File: src/wfd_pkg.sv
package wfd_pkg;
	localparam int WORD_W = 16;
	localparam int BYTE_W = 8;
	localparam int DWORD_W = 32;
	localparam int SIGN_BIT = 15;
	localparam int EXP_SIGN_BIT = 0;
	localparam int EXP_LSB = 1;
	localparam int EXP_MSB = 7;
	localparam int EXP_W = 7;
	localparam int SP_MANT_W = 23;
	localparam int DP_MANT_W = 55;
	localparam int FP_WORDS = 4;
	localparam int FP_W = FP_WORDS * WORD_W;
	localparam logic [WORD_W-1:0] WORD_ZERO = 16'h0000;
	localparam logic [BYTE_W-1:0] BYTE_ZERO = 8'h00;
	localparam logic [DWORD_W-1:0] INT16_MAX_EXT = 32'h00007FFF;
	localparam logic [DWORD_W-1:0] INT16_MIN_EXT = 32'hFFFF8000;
	localparam logic [DWORD_W-1:0] INT32_MAX = 32'h7FFFFFFF;
	localparam logic [DWORD_W-1:0] INT32_MIN = 32'h80000000;

	typedef enum logic [2:0] {
		TX_IDLE = 3'b001,
		TX_HI = 3'b010,
		TX_LO = 3'b100
	} wfd_tx_state_t;

	typedef struct packed {
		logic mant_sign;
		logic [DP_MANT_W-1:0] mant;
		logic exp_sign;
		logic [EXP_W-1:0] exp;
	} wfd_fp_fields_t;

	typedef struct packed {
		logic [WORD_W-1:0] msw;
		logic [WORD_W-1:0] lsw;
	} wfd_word_pair_t;

	localparam wfd_fp_fields_t FP_FIELDS_ZERO = '0;

	function automatic logic wfd_sign_of(input logic [WORD_W-1:0] w);
		return w[SIGN_BIT];
	endfunction

	function automatic logic [DWORD_W-1:0] wfd_sext16(
		input logic [WORD_W-1:0] w);
		return {{(DWORD_W-WORD_W){wfd_sign_of(w)}}, w};
	endfunction
endpackage

File: src/wfd_word_format_datapath.sv
`timescale 1ns/10ps
// Summary of operation
// - words are 16 bits, bit 0 least significant
// - bit 15 is sign, one means negative
// - integers whole, binary point right of bit 0
// - byte transfer sends high byte first
// - hardware packs two received bytes per word
// - double integer sign in msw bit 15
// - float signs bit15 msw, bit0 lsw; exponent bits 1-7
// - single float: 23-bit mantissa, 7-bit exponent, signs
// - double float: 55-bit mantissa, exponent in lsw
// - negative mantissa, exponent each two's complement
// - msw to first accumulator, lsw to second
// - ranges 16-bit and 32-bit two's complement
module wfd_word_format_datapath
	import wfd_pkg::*;
(
	input wire logic clk,
	input wire logic rst,
	input wire logic tx_load,
	input wire logic [wfd_pkg::WORD_W-1:0] tx_word,
	output logic tx_busy_ff,
	output logic tx_byte_valid_ff,
	output logic [wfd_pkg::BYTE_W-1:0] tx_byte_ff,
	input wire logic pack_en,
	input wire logic rx_byte_valid,
	input wire logic [wfd_pkg::BYTE_W-1:0] rx_byte,
	output logic rx_word_valid_ff,
	output logic [wfd_pkg::WORD_W-1:0] rx_word_ff,
	output logic rx_half_ff,
	input wire logic [wfd_pkg::WORD_W-1:0] int_word,
	output logic int_neg_ff,
	output logic [wfd_pkg::DWORD_W-1:0] int_ext_ff,
	input wire wfd_pkg::wfd_word_pair_t dint_in,
	output logic dint_neg_ff,
	output logic [wfd_pkg::DWORD_W-1:0] dint_value_ff,
	output logic dint_fits16_ff,
	input wire logic [wfd_pkg::FP_W-1:0] fp_in,
	input wire logic fp_in_double,
	output wfd_pkg::wfd_fp_fields_t fp_fields_ff,
	output logic signed [wfd_pkg::EXP_W:0] fp_exp_value_ff,
	input wire wfd_pkg::wfd_fp_fields_t fp_pack_in,
	input wire logic fp_pack_double,
	output logic [wfd_pkg::FP_W-1:0] fp_packed_ff,
	input wire logic acc_load,
	input wire logic acc_sel_fp,
	output logic [wfd_pkg::WORD_W-1:0] acc_a_ff,
	output logic [wfd_pkg::WORD_W-1:0] acc_b_ff
);
	import wfd_pkg::*;

	// byte serialiser
	wfd_tx_state_t tx_state_ff;
	wfd_tx_state_t nxt_tx_state;
	logic [BYTE_W-1:0] tx_low_ff;
	logic [BYTE_W-1:0] nxt_tx_low;
	logic nxt_tx_busy;
	logic nxt_tx_byte_valid;
	logic [BYTE_W-1:0] nxt_tx_byte;

	always_comb
	begin
		nxt_tx_state = tx_state_ff;
		nxt_tx_low = tx_low_ff;
		nxt_tx_byte_valid = 1'b0;
		nxt_tx_byte = tx_byte_ff;
		case (tx_state_ff)
			TX_IDLE:
			begin
				if (tx_load)
				begin
					nxt_tx_state = TX_HI;
					nxt_tx_byte = tx_word[WORD_W-1:BYTE_W];
					nxt_tx_low = tx_word[BYTE_W-1:0];
					nxt_tx_byte_valid = 1'b1;
				end
			end
			TX_HI:
			begin
				nxt_tx_state = TX_LO;
				nxt_tx_byte = tx_low_ff;
				nxt_tx_byte_valid = 1'b1;
			end
			TX_LO:
			begin
				nxt_tx_state = TX_IDLE;
			end
			default:
			begin
				nxt_tx_state = TX_IDLE;
			end
		endcase
		nxt_tx_busy = (nxt_tx_state != TX_IDLE);
	end

	always_ff @(posedge clk or posedge rst)
	begin
		if (rst)
		begin
			tx_state_ff <= TX_IDLE;
			tx_low_ff <= BYTE_ZERO;
			tx_busy_ff <= 1'b0;
			tx_byte_valid_ff <= 1'b0;
			tx_byte_ff <= BYTE_ZERO;
		end
		else
		begin
			tx_state_ff <= nxt_tx_state;
			tx_low_ff <= nxt_tx_low;
			tx_busy_ff <= nxt_tx_busy;
			tx_byte_valid_ff <= nxt_tx_byte_valid;
			tx_byte_ff <= nxt_tx_byte;
		end
	end

	// byte packer: first byte received is the high-order byte
	logic [BYTE_W-1:0] rx_hold_ff;
	logic [BYTE_W-1:0] nxt_rx_hold;
	logic nxt_rx_half;
	logic nxt_rx_word_valid;
	logic [WORD_W-1:0] nxt_rx_word;

	always_comb
	begin
		nxt_rx_hold = rx_hold_ff;
		nxt_rx_half = rx_half_ff;
		nxt_rx_word_valid = 1'b0;
		nxt_rx_word = rx_word_ff;
		if (!pack_en)
		begin
			nxt_rx_half = 1'b0;
			if (rx_byte_valid)
			begin
				// unpacked mode: software does the packing
				nxt_rx_word = {BYTE_ZERO, rx_byte};
				nxt_rx_word_valid = 1'b1;
			end
		end
		else if (rx_byte_valid)
		begin
			if (!rx_half_ff)
			begin
				nxt_rx_hold = rx_byte;
				nxt_rx_half = 1'b1;
			end
			else
			begin
				nxt_rx_word = {rx_hold_ff, rx_byte};
				nxt_rx_word_valid = 1'b1;
				nxt_rx_half = 1'b0;
			end
		end
	end

	always_ff @(posedge clk or posedge rst)
	begin
		if (rst)
		begin
			rx_hold_ff <= BYTE_ZERO;
			rx_half_ff <= 1'b0;
			rx_word_valid_ff <= 1'b0;
			rx_word_ff <= WORD_ZERO;
		end
		else
		begin
			rx_hold_ff <= nxt_rx_hold;
			rx_half_ff <= nxt_rx_half;
			rx_word_valid_ff <= nxt_rx_word_valid;
			rx_word_ff <= nxt_rx_word;
		end
	end

	// integer decode
	logic nxt_int_neg;
	logic [DWORD_W-1:0] nxt_int_ext;
	logic nxt_dint_neg;
	logic [DWORD_W-1:0] nxt_dint_value;
	logic nxt_dint_fits16;

	always_comb
	begin
		nxt_int_neg = wfd_sign_of(int_word);
		nxt_int_ext = wfd_sext16(int_word);
		nxt_dint_value = {dint_in.msw, dint_in.lsw};
		nxt_dint_neg = wfd_sign_of(dint_in.msw);
		nxt_dint_fits16 = ($signed(nxt_dint_value) <= $signed(INT16_MAX_EXT))
			&& ($signed(nxt_dint_value) >= $signed(INT16_MIN_EXT));
	end

	always_ff @(posedge clk or posedge rst)
	begin
		if (rst)
		begin
			int_neg_ff <= 1'b0;
			int_ext_ff <= '0;
			dint_neg_ff <= 1'b0;
			dint_value_ff <= '0;
			dint_fits16_ff <= 1'b1;
		end
		else
		begin
			int_neg_ff <= nxt_int_neg;
			int_ext_ff <= nxt_int_ext;
			dint_neg_ff <= nxt_dint_neg;
			dint_value_ff <= nxt_dint_value;
			dint_fits16_ff <= nxt_dint_fits16;
		end
	end

	// float unpack; mantissa left-aligned in the 55-bit field
	logic [WORD_W-1:0] fp_w0;
	logic [WORD_W-1:0] fp_w1;
	logic [WORD_W-1:0] fp_w2;
	logic [WORD_W-1:0] fp_w3;
	logic [WORD_W-1:0] fp_exp_word;
	wfd_fp_fields_t nxt_fp_fields;
	logic signed [EXP_W:0] nxt_fp_exp_value;

	always_comb
	begin
		fp_w0 = fp_in[FP_W-1 -: WORD_W];
		fp_w1 = fp_in[FP_W-1-WORD_W -: WORD_W];
		fp_w2 = fp_in[FP_W-1-2*WORD_W -: WORD_W];
		fp_w3 = fp_in[WORD_W-1:0];
		fp_exp_word = fp_in_double ? fp_w3 : fp_w1;
		nxt_fp_fields.mant_sign = fp_w0[SIGN_BIT];
		nxt_fp_fields.exp_sign = fp_exp_word[EXP_SIGN_BIT];
		nxt_fp_fields.exp = fp_exp_word[EXP_MSB:EXP_LSB];
		if (fp_in_double)
			nxt_fp_fields.mant = {fp_w0[SIGN_BIT-1:0], fp_w1, fp_w2,
				fp_w3[WORD_W-1:BYTE_W]};
		else
			nxt_fp_fields.mant = {fp_w0[SIGN_BIT-1:0],
				fp_w1[WORD_W-1:BYTE_W],
				{(DP_MANT_W-SP_MANT_W){1'b0}}};
		// exponent is its own two's complement field
		nxt_fp_exp_value = {nxt_fp_fields.exp_sign,
			nxt_fp_fields.exp};
	end

	always_ff @(posedge clk or posedge rst)
	begin
		if (rst)
		begin
			fp_fields_ff <= FP_FIELDS_ZERO;
			fp_exp_value_ff <= '0;
		end
		else
		begin
			fp_fields_ff <= nxt_fp_fields;
			fp_exp_value_ff <= nxt_fp_exp_value;
		end
	end

	// float pack
	logic [BYTE_W-1:0] pk_exp_byte;
	logic [FP_W-1:0] nxt_fp_packed;

	always_comb
	begin
		pk_exp_byte = {fp_pack_in.exp, fp_pack_in.exp_sign};
		if (fp_pack_double)
			nxt_fp_packed = {fp_pack_in.mant_sign,
				fp_pack_in.mant,
				pk_exp_byte};
		else
			nxt_fp_packed = {fp_pack_in.mant_sign,
				fp_pack_in.mant[DP_MANT_W-1 -: SP_MANT_W],
				pk_exp_byte, WORD_ZERO, WORD_ZERO};
	end

	always_ff @(posedge clk or posedge rst)
	begin
		if (rst)
			fp_packed_ff <= '0;
		else
			fp_packed_ff <= nxt_fp_packed;
	end

	// accumulator placement of two-word values
	logic [WORD_W-1:0] nxt_acc_a;
	logic [WORD_W-1:0] nxt_acc_b;

	always_comb
	begin
		nxt_acc_a = acc_a_ff;
		nxt_acc_b = acc_b_ff;
		if (acc_load)
		begin
			if (acc_sel_fp)
			begin
				nxt_acc_a = nxt_fp_packed[FP_W-1 -: WORD_W];
				nxt_acc_b = nxt_fp_packed[FP_W-1-WORD_W -: WORD_W];
			end
			else
			begin
				nxt_acc_a = dint_in.msw;
				nxt_acc_b = dint_in.lsw;
			end
		end
	end

	always_ff @(posedge clk or posedge rst)
	begin
		if (rst)
		begin
			acc_a_ff <= WORD_ZERO;
			acc_b_ff <= WORD_ZERO;
		end
		else
		begin
			acc_a_ff <= nxt_acc_a;
			acc_b_ff <= nxt_acc_b;
		end
	end
endmodule // wfd_word_format_datapath

File: config.mk
export PLATFORM = sky130hd
export DESIGN_NAME = wfd_word_format_datapath
export DESIGN_NICKNAME = d
export VERILOG_FILES = /design/src/wfd_pkg.sv /design/src/wfd_word_format_datapath.sv
export SDC_FILE = /design/constraint.sdc
export NUM_CORES = 1
export LEC_CHECK = 0
export BUFFER_PORTS_ARGS = -buffer_cell sky130_fd_sc_hd__buf_2
export CORE_AREA = 4 4 182 184
export CTS_BUF_LIST = sky130_fd_sc_hd__clkbuf_4 sky130_fd_sc_hd__clkbuf_8
export CTS_CLUSTER_DIAMETER = 40
export CTS_CLUSTER_SIZE = 12
export DETAILED_ROUTE_END_ITERATION = 8
export DIE_AREA = 0 0 186 188
export HOLD_SLACK_MARGIN = 0.12
export REMOVE_ABC_BUFFERS = 1
export SLEW_MARGIN = 10
export SYNTH_ARGS = -nofsm -noshare
export SYNTH_HDL_FRONTEND = slang
export SYNTH_SLANG_ARGS = --single-unit
File: constraint.sdc
create_clock -name clk -period 14 [get_ports clk]
set_input_delay 0.7 -clock clk [delete_from_list [all_inputs] [get_ports clk]]
set_output_delay 0.7 -clock clk [all_outputs]
set_load 0.01 [all_outputs]
Yosys cells after proc, flatten, opt, wreduce, memory -nomap -nowiden
Cells that the tools add are included.
{ "totals": {"regBits": 266, "latchBits": 0, "mem_bits_rw": 0, "romBits": 0, "in_bits": 209, "output_inout_bits": 263, "word_cells": 59, "memories": 0} }
{ "classes": {"add_sub_neg": 0, "mul": 0, "n_div": 0, "n_lt_le_gt_ge": 2, "eq_ne": 6, "n_shift": 0, "n_mux": 22, "bitwise": 1, "reduce_logical": 6} }
{ "ops": {"columns": ["cell", "n"], "rows": [
  ["16-bit 2-to-1 mux", 6],
  ["40-bit 2-to-1 mux", 1],
  ["32-bit by 16-bit >= comparator with 1-bit output, second input constant", 1],
  ["32-bit by 16-bit less-or-equal comparator with 1-bit output, second input constant", 1],
  ["32-bit 2-to-1 mux", 1],
  ["8-bit 2-to-1 mux", 2],
  ["8-bit case mux with 2 select lines", 1],
  ["1-bit 2-to-1 mux", 8],
  ["3-bit case mux with 2 select lines", 1],
  ["2-bit AND reduction", 3],
  ["2-bit by 1-bit != test with 1-bit output, second input constant", 2],
  ["3-bit by 1-bit == test with 1-bit output, second input constant", 1],
  ["3-bit by 2-bit == test with 1-bit output, second input constant", 1],
  ["3-bit 2-to-1 mux", 1],
  ["3-bit by 1-bit != test with 1-bit output, second input constant", 1],
  ["3-bit AND reduction", 1],
  ["2-bit != test, second input constant", 1],
  ["1-bit case mux with 2 select lines", 1],
  ["2-bit nonzero test", 1],
  ["1-bit logical AND", 1],
  ["1-bit inverter", 1]
]} }

Longest topological paths before layout
Gate-level depths: netlist (run 1).
{ "depth": {"ltp_word": 3, "ltp_mapped": 5} }

Worst setup path before layout (run 1)
Ideal clock, no wire load.
{ "synth_path": {"kind": "input-to-reg", "start": "input port tx_load", "end": "register tx_byte_ff[1] (netlist name)", "setup_time_ns": 0.139, "arrival_time_ns": 1.400, "path_slack_ns": 12.462, "path_stages": 5, "n_path_buf": 2, "cell_sequence": "and4bb_1 > buf_6 > buf_12 > mux2i_1 > o21ai_1"} }
{ "synth_via": {"elab_chain_cells": 2} }
{ "synth_lines": {"columns": ["element", "line_no", "text"], "rows": [
  ["start: declaration", "wfd_word_format_datapath.sv:20", "input wire logic tx_load,"],
  ["2-bit != test (no source line)", null, null],
  ["2-bit AND reduction (no source line)", null, null],
  ["end signal: assignment", "wfd_word_format_datapath.sv:112", "tx_byte_ff <= nxt_tx_byte;"],
  ["end: declaration", "wfd_word_format_datapath.sv:24", "output logic [wfd_pkg::BYTE_W-1:0] tx_byte_ff,"]
]} }
Every way passes these cells.
A chain may end at the register's enable or synchronous reset.

Worst setup path after layout (run 1)
{ "layout_path": {"start": "register, netlist name int_ext_ff[15]", "end": "output port int_ext_ff[15] (netlist name)"} }
{ "layout_rtl": {"columns": ["element", "line_no", "text"], "rows": [
  ["end: declaration", "wfd_word_format_datapath.sv:33", "output logic [wfd_pkg::DWORD_W-1:0] int_ext_ff,"]
]} }
No word-level cell between the ends.

==> run summary, run 1 <==
Worst-path maximum fanout: 18
Clk root buf: clkbuf_8
CTS buffer count: 39
Avg WL per Cell: 18.5 um
P per Cell Area: 150 nW/um^2
CTS resizes: 0
Worst hold path class: input pin to register
Worst ir drop on vdd: 0.0696 mV
Critical path cell sequence: buf_2
# rows: 65
Post-synth cell types: 33
Combinational power share: 14.7%
Vias in the first global route: 6683
CP Buf/Inv Count: 1
Die ar.: 35000 sq um
Reg area: 6410 sq um
Area growth syn-to-layout: 39.5%
Reg2reg start: tx_state_ff[0]$_DFF_PP1_
Mean Syn Cell Area: 15.1 sq um
Cells after Synth: 579
Setup TNS: 0 ns
Switching Share: 26.9%
Iter 0 DRT Violations: 177
Synth top area share: 72.8%
Lkg Pwr: 0.00634 uW
Die W: 186 um
Largest net degree at the start of global routing: 104
Antenna violations before repair: 1
Htree depth: 2
CTS sink count: 256
# fillers: 3093
Crit path time final: 2.04 ns
Largest delay share family, worst path: flip-flops
Initial Utilization: 27.8%
Final Setup Violations: 0
Worst EP arrival: 1.34 ns
Final HPWL DP: 20.7 mm
Routed Antenna Nets: 0
CP Launch Type: register
Worst R2R End: tx_low_ff[7]$_DFFE_PP0P_
Most frequent cells after synthesis: dfrtp_1, and2_1, mux2i_1
Post-route clock skew: 0.00918 ns
End of the worst hold path: fp_fields_ff[51]$_DFF_PP0_
Max frequency: 0.491 GHz
Die Span Y: 188 um
Via density: 4.17
Slew HR: 29.2%
Ys async rst share: 100%
Register area share after synthesis: 73.4%
Global-route wire length before repair: 40.0 mm
Gpl congestion: 0.804
Clk buf depth: 3
Io pins: 472
Fin. Hold Viols: 0
Hold path start: fp_in[51]
Worst reg2reg setup slack: 12.08 ns
ANT cells: 0
Hold Crit Depth: 1
Multi-input gate area: 1920 sq um
Slowest-stage cell, CP: dfrtp_1
Sw Pwr: 493 uW
CTS clk-pin slew, worst paths: 0.08 ns
Core area: 31400 sq um
Fin crit share: 14.5%
Total Nets Final: 1254
Worst reg-to-reg path cell count: 2
Critical path class: register to output port
Top post-synthesis cells by area: dfrtp_1, mux2i_1, and2_1, mux2_2, buf_4
Max-cap violations: 0
Total vias in the final route: 6153
Post-synthesis register bit count: 256
Internal power: 1340 uW
Layout cells sized above 1: 55.2%
Total grt overflow: 0
Status: finished, final reports clean
Clock share of power: 38.6%
Drt pass-1 iters: 4
Slew Limit Fails: 0
Sequential cell fraction of total power: 46.7%
Gr usage total: 15.0%
Cell Area, Synth: 8730 sq um
Top-count cell post-synth: dfrtp_1
PortBufs: 471
Skew-Pair Late Insertion Delay: 0.52 ns
CTS tree: yes
Post-Route WL: 27.3 mm
Worst path required time: 13.30 ns
Post-synth EDFFs: 0
Post-synth top area cell: dfrtp_1
Main synth FF type: dfrtp_1
Total chip power: 1830 uW
Hold Buf Count CTS: 0
CP Depth: 1
Crit. End Element: output port
Residual DRC: 0
Number of setup buffers added after CTS: 0
Worst stage delay on the critical path: 0.60 ns
Worst-margin pin slew: 1.06 ns
Unrepaired setup endpoints after global routing: false
Synth warn: 0
area by class of cell:
class	count	share of cell area [%]
Inverter	16	0.554
Timing Repair Buffer	475	19.6
Clock buffer	49	5.43
Multi-Input combinational cell	257	15.7
Clock inverter	19	1.98
Tap cell	402	4.13
Sequential cell	256	52.6
flip-flops by register name (all words and copies together) (netlist names):
register          flops
tx_byte_ff            8
int_ext_ff           16
tx_low_ff             8
acc_b_ff             16
fp_packed_ff         64
acc_a_ff             16
rx_hold_ff            8
rx_word_valid_ff      1
fp_exp_value_ff       8
tx_busy_ff            1
dint_fits16_ff        1
tx_state_ff           3
fp_fields_ff         56
rx_half_ff            1
rx_word_ff           16
dint_neg_ff           1
tx_byte_valid_ff      1
dint_value_ff        31
through the flow:
step | hold WS [ns] | util, % | instances | worst slack [ns] | instance area, sq um
CTS | 0.220 | 38.8 | 1474 | 11.91 | 12200
finish | 0.273 | 38.8 | 1474 | 11.96 | 12200
global placement | 0.469 | 35.9 | 1406 | 11.54 | 11300
detailed placement | 0.470 | 35.9 | 1406 | 11.50 | 11300
floorplan | 0.452 | - | 529 | 6.26 | 8390
global route | 0.231 | 38.8 | 1474 | 11.82 | 12200
layout by cell type, fill, tap and decap left out, types with 5 or more instances in the layout:
cell type | netlist | final
nor2_1 | 26 | 26
dfrtp_1 | 254 | 254
clkbuf_8 | 0 | 47
nand4_1 | 5 | 5
buf_2 | 7 | 471
o21ai_0 | 8 | 8
mux2_4 | 10 | 10
o21ai_1 | 8 | 8
inv_1 | 14 | 13
mux2i_1 | 48 | 48
a21oi_1 | 24 | 24
and2_1 | 64 | 64
nand2_1 | 13 | 13
clkinvlp_4 | 0 | 5
mux2_2 | 30 | 30
per-layer routing:
| layer | wire length, um | GRT usage [%] | up-vias | share of wire [%] |
|---|---|---|---|---|
| li1 | - | - | 2820 | - |
| met1 | 10700 | 18.1 | 3008 | 39 |
| met2 | 13700 | 25.6 | 278 | 50 |
| met3 | 2410 | 5.12 | 47 | 8.8 |
| met4 | 501 | 3.81 | 0 | 1.8 |
| met5 | 0 | 0 | - | 0 |
cell families (layout without fill, tap and decap cells):
family                    after synthesis  after routing  synth area share (%)
DFF                                   256            256                  73.4
xor gates and xnor gates                1              1                 0.100
and+or+nand+nor                       122            122                  7.79
buffers and inverters                  66            559                  4.67
AOI/OAI and AO/OA                      46             46                  2.98
muxes                                  88             88                  11.1
power by group through the flow:
stage	sequential [uW]	clock [uW]	combinational, uW
after floorplan	899	0	99.6
after global placement	869	0	270
after detailed placement	869	0	277
after CTS	857	732	277
after global routing	865	766	298
final	856	706	270
worst max path at each step:
stage | slack (ns) | to | start
2_1_floorplan | 6.26 | acc_a_ff[0]$_DFFE_PP0P_ | rst
3_3_place_gp | 11.54 | acc_b_ff[13]$_DFFE_PP0P_ | rst
4_1_cts | 11.91 | int_ext_ff[15] | int_ext_ff[15]$_DFF_PP0_
5_1_grt | 11.82 | int_ext_ff[31] | int_ext_ff[15]$_DFF_PP0_
3_5_place_dp | 11.50 | acc_b_ff[13]$_DFFE_PP0P_ | rst
6_report | 11.96 | int_ext_ff[15] | int_ext_ff[15]$_DFF_PP0_
Note: power is estimated with default switching activity, not from simulation.
==> run 2: changes to the inputs <==
--- a/config.mk
+++ b/config.mk
@@ -5,6 +5,7 @@
 export SDC_FILE = /design/constraint.sdc
 export NUM_CORES = 1
 export LEC_CHECK = 0
+export ABC_AREA = 1
 export BUFFER_PORTS_ARGS = -buffer_cell sky130_fd_sc_hd__buf_2
 export CORE_AREA = 4 4 182 184
 export CTS_BUF_LIST = sky130_fd_sc_hd__clkbuf_4 sky130_fd_sc_hd__clkbuf_8
==> constraint.sdc (replaced) <==
create_clock -name clk -period 1.65 [get_ports clk]
set_input_delay 0.0825 -clock clk [delete_from_list [all_inputs] [get_ports clk]]
set_output_delay 0.0825 -clock clk [all_outputs]
set_load 0.01 [all_outputs]
==> run 2 against run 1 <==
Against the previous run: the flow now finishes with violations (setup timing); design area up 23%; largest power group unchanged; highest routed layer unchanged; combinational power grew to 11 times the previous value; cell count up 32%; clock skew increased by 0.0050 ns; clock-buffer cell count is 2 lower; worst hold slack worse by 0.095 ns; critical path depth rose by 5; first-iteration DRC count up 90%; power grew to 8.8 times the previous value; via count up 34%; non-clock buffer count up 275.
==> run summary, run 2 <==
Worst hold path class: input pin to register (unchanged)
Cells after Synth: 775 (was 579)
Post-synthesis register bit count: 256 (unchanged)
Worst ir drop on vdd: 0.855 mV (was 0.0696 mV)
Register area share after synthesis: 73.2% (was 73.4%)
Top post-synthesis cells by area: dfrtp_1, nand2_1, inv_1, o21ai_0, nor2_1 (was dfrtp_1, mux2i_1, and2_1, mux2_2, buf_4)
Status: finished, violations left (was finished, final reports clean)
Placed cells: 1607 (was 1406)
Sequential cell fraction of total power: 45.1% (was 46.7%)
CTS buffer count: 39 (unchanged)
CTS tree: yes (unchanged)
Residual DRC: 0 (unchanged)
Max-cap violations: 0 (unchanged)
CTS sink count: 256 (unchanged)
Global-route wire length before repair: 49.0 mm (was 40.0 mm)
Max frequency: 0.597 GHz
Avg WL per Cell: 16.4 um (was 18.5 um)
Via density: 4.23 (was 4.17)
Clk buf depth: 3 (unchanged)
Sw Pwr: 4660 uW (was 493 uW)
Mean Syn Cell Area: 11.3 sq um (was 15.1 sq um)
Critical path cell sequence: dlygate4sd3_1 -> buf_2 -> nand2_1 -> dlygate4sd3_1 -> o21ai_0 -> dlygate4sd3_1 (was buf_2)
CTS clk-pin slew, worst paths: 0.08 ns (about the same)
Synth warn: 0 (unchanged)
Most used cell, CP: dlygate4sd3_1
Total grt overflow: 0 (unchanged)
Total chip power: 16100 uW (was 1830 uW)
Reg2reg start: tx_state_ff[0]$_DFF_PP1_ (unchanged)
Io pins: 472 (unchanged)
Ys async rst share: 100% (unchanged)
CP Launch Type: input pin (was register)
Skew-Pair Late Insertion Delay: 0.54 ns (was 0.52 ns)
Post-Route WL: 31.9 mm (was 27.3 mm)
PortBufs: 471 (unchanged)
Worst EP arrival: 2.11 ns (was 1.34 ns)
Setup TNS: -0.0247 ns (was 0 ns)
Switching Share: 29.0% (was 26.9%)
Routed Antenna Nets: 0 (unchanged)
Failing checks: setup timing
Crit path launch: fp_pack_in[35] (was int_ext_ff[15]$_DFF_PP0_)
Internal power: 11400 uW (was 1340 uW)
Most frequent cells after synthesis: dfrtp_1, nand2_1, inv_1 (was dfrtp_1, and2_1, mux2i_1)
Post-route clock skew: 0.0142 ns (was 0.00918 ns)
Post-synth cell types: 21 (was 33)
Lkg Pwr: 0.00795 uW (was 0.00634 uW)
Post-synth EDFFs: 0 (unchanged)
Clock share of power: 36.9% (was 38.6%)
Slew HR: 64.3% (was 29.2%)
Layout cells sized above 1: 37.8% (was 55.2%)
Top-count cell post-synth: dfrtp_1 (unchanged)
P per Cell Area: 1070 nW/um^2 (was 150 nW/um^2)
Max FFs per register: 64 (unchanged)
Core area: 31400 sq um (unchanged)
Slew Limit Fails: 0 (unchanged)
Clk root buf: clkbuf_8 (unchanged)
Worst-margin pin slew: 0.534 ns (was 1.06 ns)
Number of setup buffers added after CTS: 0 (unchanged)
Post-synth top area cell: dfrtp_1 (unchanged)
# rows: 65 (unchanged)
Final Setup Violations: 1 (was 0)
Top reg by flops: fp_packed_ff (unchanged)
Synth top area share: 72.6% (was 72.8%)
Iter 0 DRT Violations: 336 (was 177)
Antenna violations before repair: 4 (was 1)
Total vias in the final route: 8241 (was 6153)
Gr usage total: 17.8% (was 15.0%)
Die Span Y: 188 um (unchanged)
Cell Area, Synth: 8750 sq um (was 8730 sq um)
Die ar.: 35000 sq um (unchanged)
Area growth syn-to-layout: 71.6% (was 39.5%)
Vias in the first global route: 9081 (was 6683)
Largest net degree at the start of global routing: 57 (was 104)
Main synth FF type: dfrtp_1 (unchanged)
Slowest-stage cell, CP: dlygate4sd3_1 (was dfrtp_1)
Htree depth: 2 (unchanged)
Worst path required time: 2.08 ns (was 13.30 ns)
Setup ws final: -0.0247 ns (was 11.96 ns)
Gpl congestion: 0.833 (was 0.804)
Commonest non-fill, non-tap cell in the layout: buf_2 (unchanged)
Top flop regs: fp_packed_ff x64, fp_fields_ff x56, dint_value_ff x31 (unchanged)
Worst stage delay on the critical path: 0.60 ns (about the same)
Fin. Hold Viols: 0 (unchanged)
Crit. End Element: register (was output port)
Initial Utilization: 27.9% (was 27.8%)
Die W: 186 um (unchanged)
Worst-path maximum fanout: 2 (was 18)
Total Nets Final: 1719 (was 1254)
Drt pass-1 iters: 5 (was 4)
Unrepaired setup endpoints after global routing: true (was false)
Final HPWL DP: 20.9 mm (was 20.7 mm)
Fin crit share: 101%
Most frequent cells in the layout: buf_2, dlygate4sd3_1, dfrtp_1, nand2_1, inv_1 (was buf_2, dfrtp_1, and2_1, mux2i_1, clkbuf_8)
Final Instance Count excl. Fillers: 1947 (was 1474)
Critical path class: input pin to register (was register to output port)
Crit path time final: 1.67 ns
Hold path start: int_word[11] (was fp_in[51])
Combinational power share: 18.0% (was 14.7%)
run 2: cell types whose count changed after synthesis, sizes merged, moves of 48 or more:
cell   change
mux2i     -48
and2      -64
nand2    +197
inv       +81
run 2: cell families (layout without fill, tap and decap cells):
family | Yosys count | in the layout | share of synthesized area (%)
and+or+nand+nor | 269 | 269 | 11.9
buffers and inverters | 154 | 920 | 7.98
muxes | 8 | 8 | 1.03
DFF | 256 | 256 | 73.2
other | 0 | 4 | 0
AOI/OAI and AO/OA | 88 | 88 | 5.83
run 2: worst paths after layout:
path / endpoint / slack (ns) / cells after the start
worst max-delay path: fp_packed_ff[35]$_DFF_PP0_ / -0.02 / 6
worst min-delay path: int_ext_ff[11]$_DFF_PP0_ / 0.18 / 2
min in group asynchronous: fp_fields_ff[45]$_DFF_PP0_ / 0.73 / 4
worst min register to register: rx_word_ff[7]$_DFFE_PP0P_ / 0.48 / 2
worst max register to register: tx_byte_ff[3]$_DFFE_PP0P_ / 0.15 / 5
max in group asynchronous: fp_exp_value_ff[2]$_DFF_PP0_ / 0.30 / 5
run 2: worst max-delay path, delay by kind of cell:
family / cells / cell delay [ns]
buffers and inverters: 4 / 1.82
AO/OA/AOI/OAI: 1 / 0.12
AND/OR/NAND/NOR: 1 / 0.07
run 2: final cells by class:
type | count | area [sq um]
inverter | 98 | 379
multi-input combinational | 365 | 1640
antenna | 4 | 10.0
fill | 2732 | 16400
clock inverter | 25 | 269
sequential | 256 | 6410
clock buffer | 47 | 628
tap | 402 | 503
timing repair buffer | 750 | 5170
run 2: power groups by stage:
stage                     logic, uW  registers, uW  clock network (uW)
final                          2900           7250                5930
after global routing           3190           7330                6410
after CTS                      2880           7250                6080
after detailed placement       2370           7360                   0
after global placement         2310           7350                   0
after floorplan                 848           7610                   0
run 2: metrics by stage:
step / setup WS (ns) / util [%] / area, sq um / hold WS (ns)
2_1_floorplan: -5.47 / - / 8420 / 0.114
3_3_place_gp: 0.0686 / 36.5 / 11500 / 0.150
3_5_place_dp: 0.00981 / 36.5 / 11500 / 0.153
4_1_cts: 0.0982 / 47.8 / 15000 / 0.123
5_1_grt: -0.0115 / 47.8 / 15000 / 0.140
6_report: -0.0247 / 47.8 / 15000 / 0.178
run 2: routing by layer:
metal  vias up  share of wire, %  track usage, %
met5         -                 0               0
met4         0               4.4            8.02
met3        85               8.2            5.47
met2       404                50            30.6
met1      3929                37            20.1
li1       3823                 -               -
run 2: repair_timing:
action	4_1_cts	5_1_grt
pin swaps	0	0
resized for setup	1	0
hold endpoints to repair	510	0
setup endpoints to repair	4	2
hold buffers	264	0
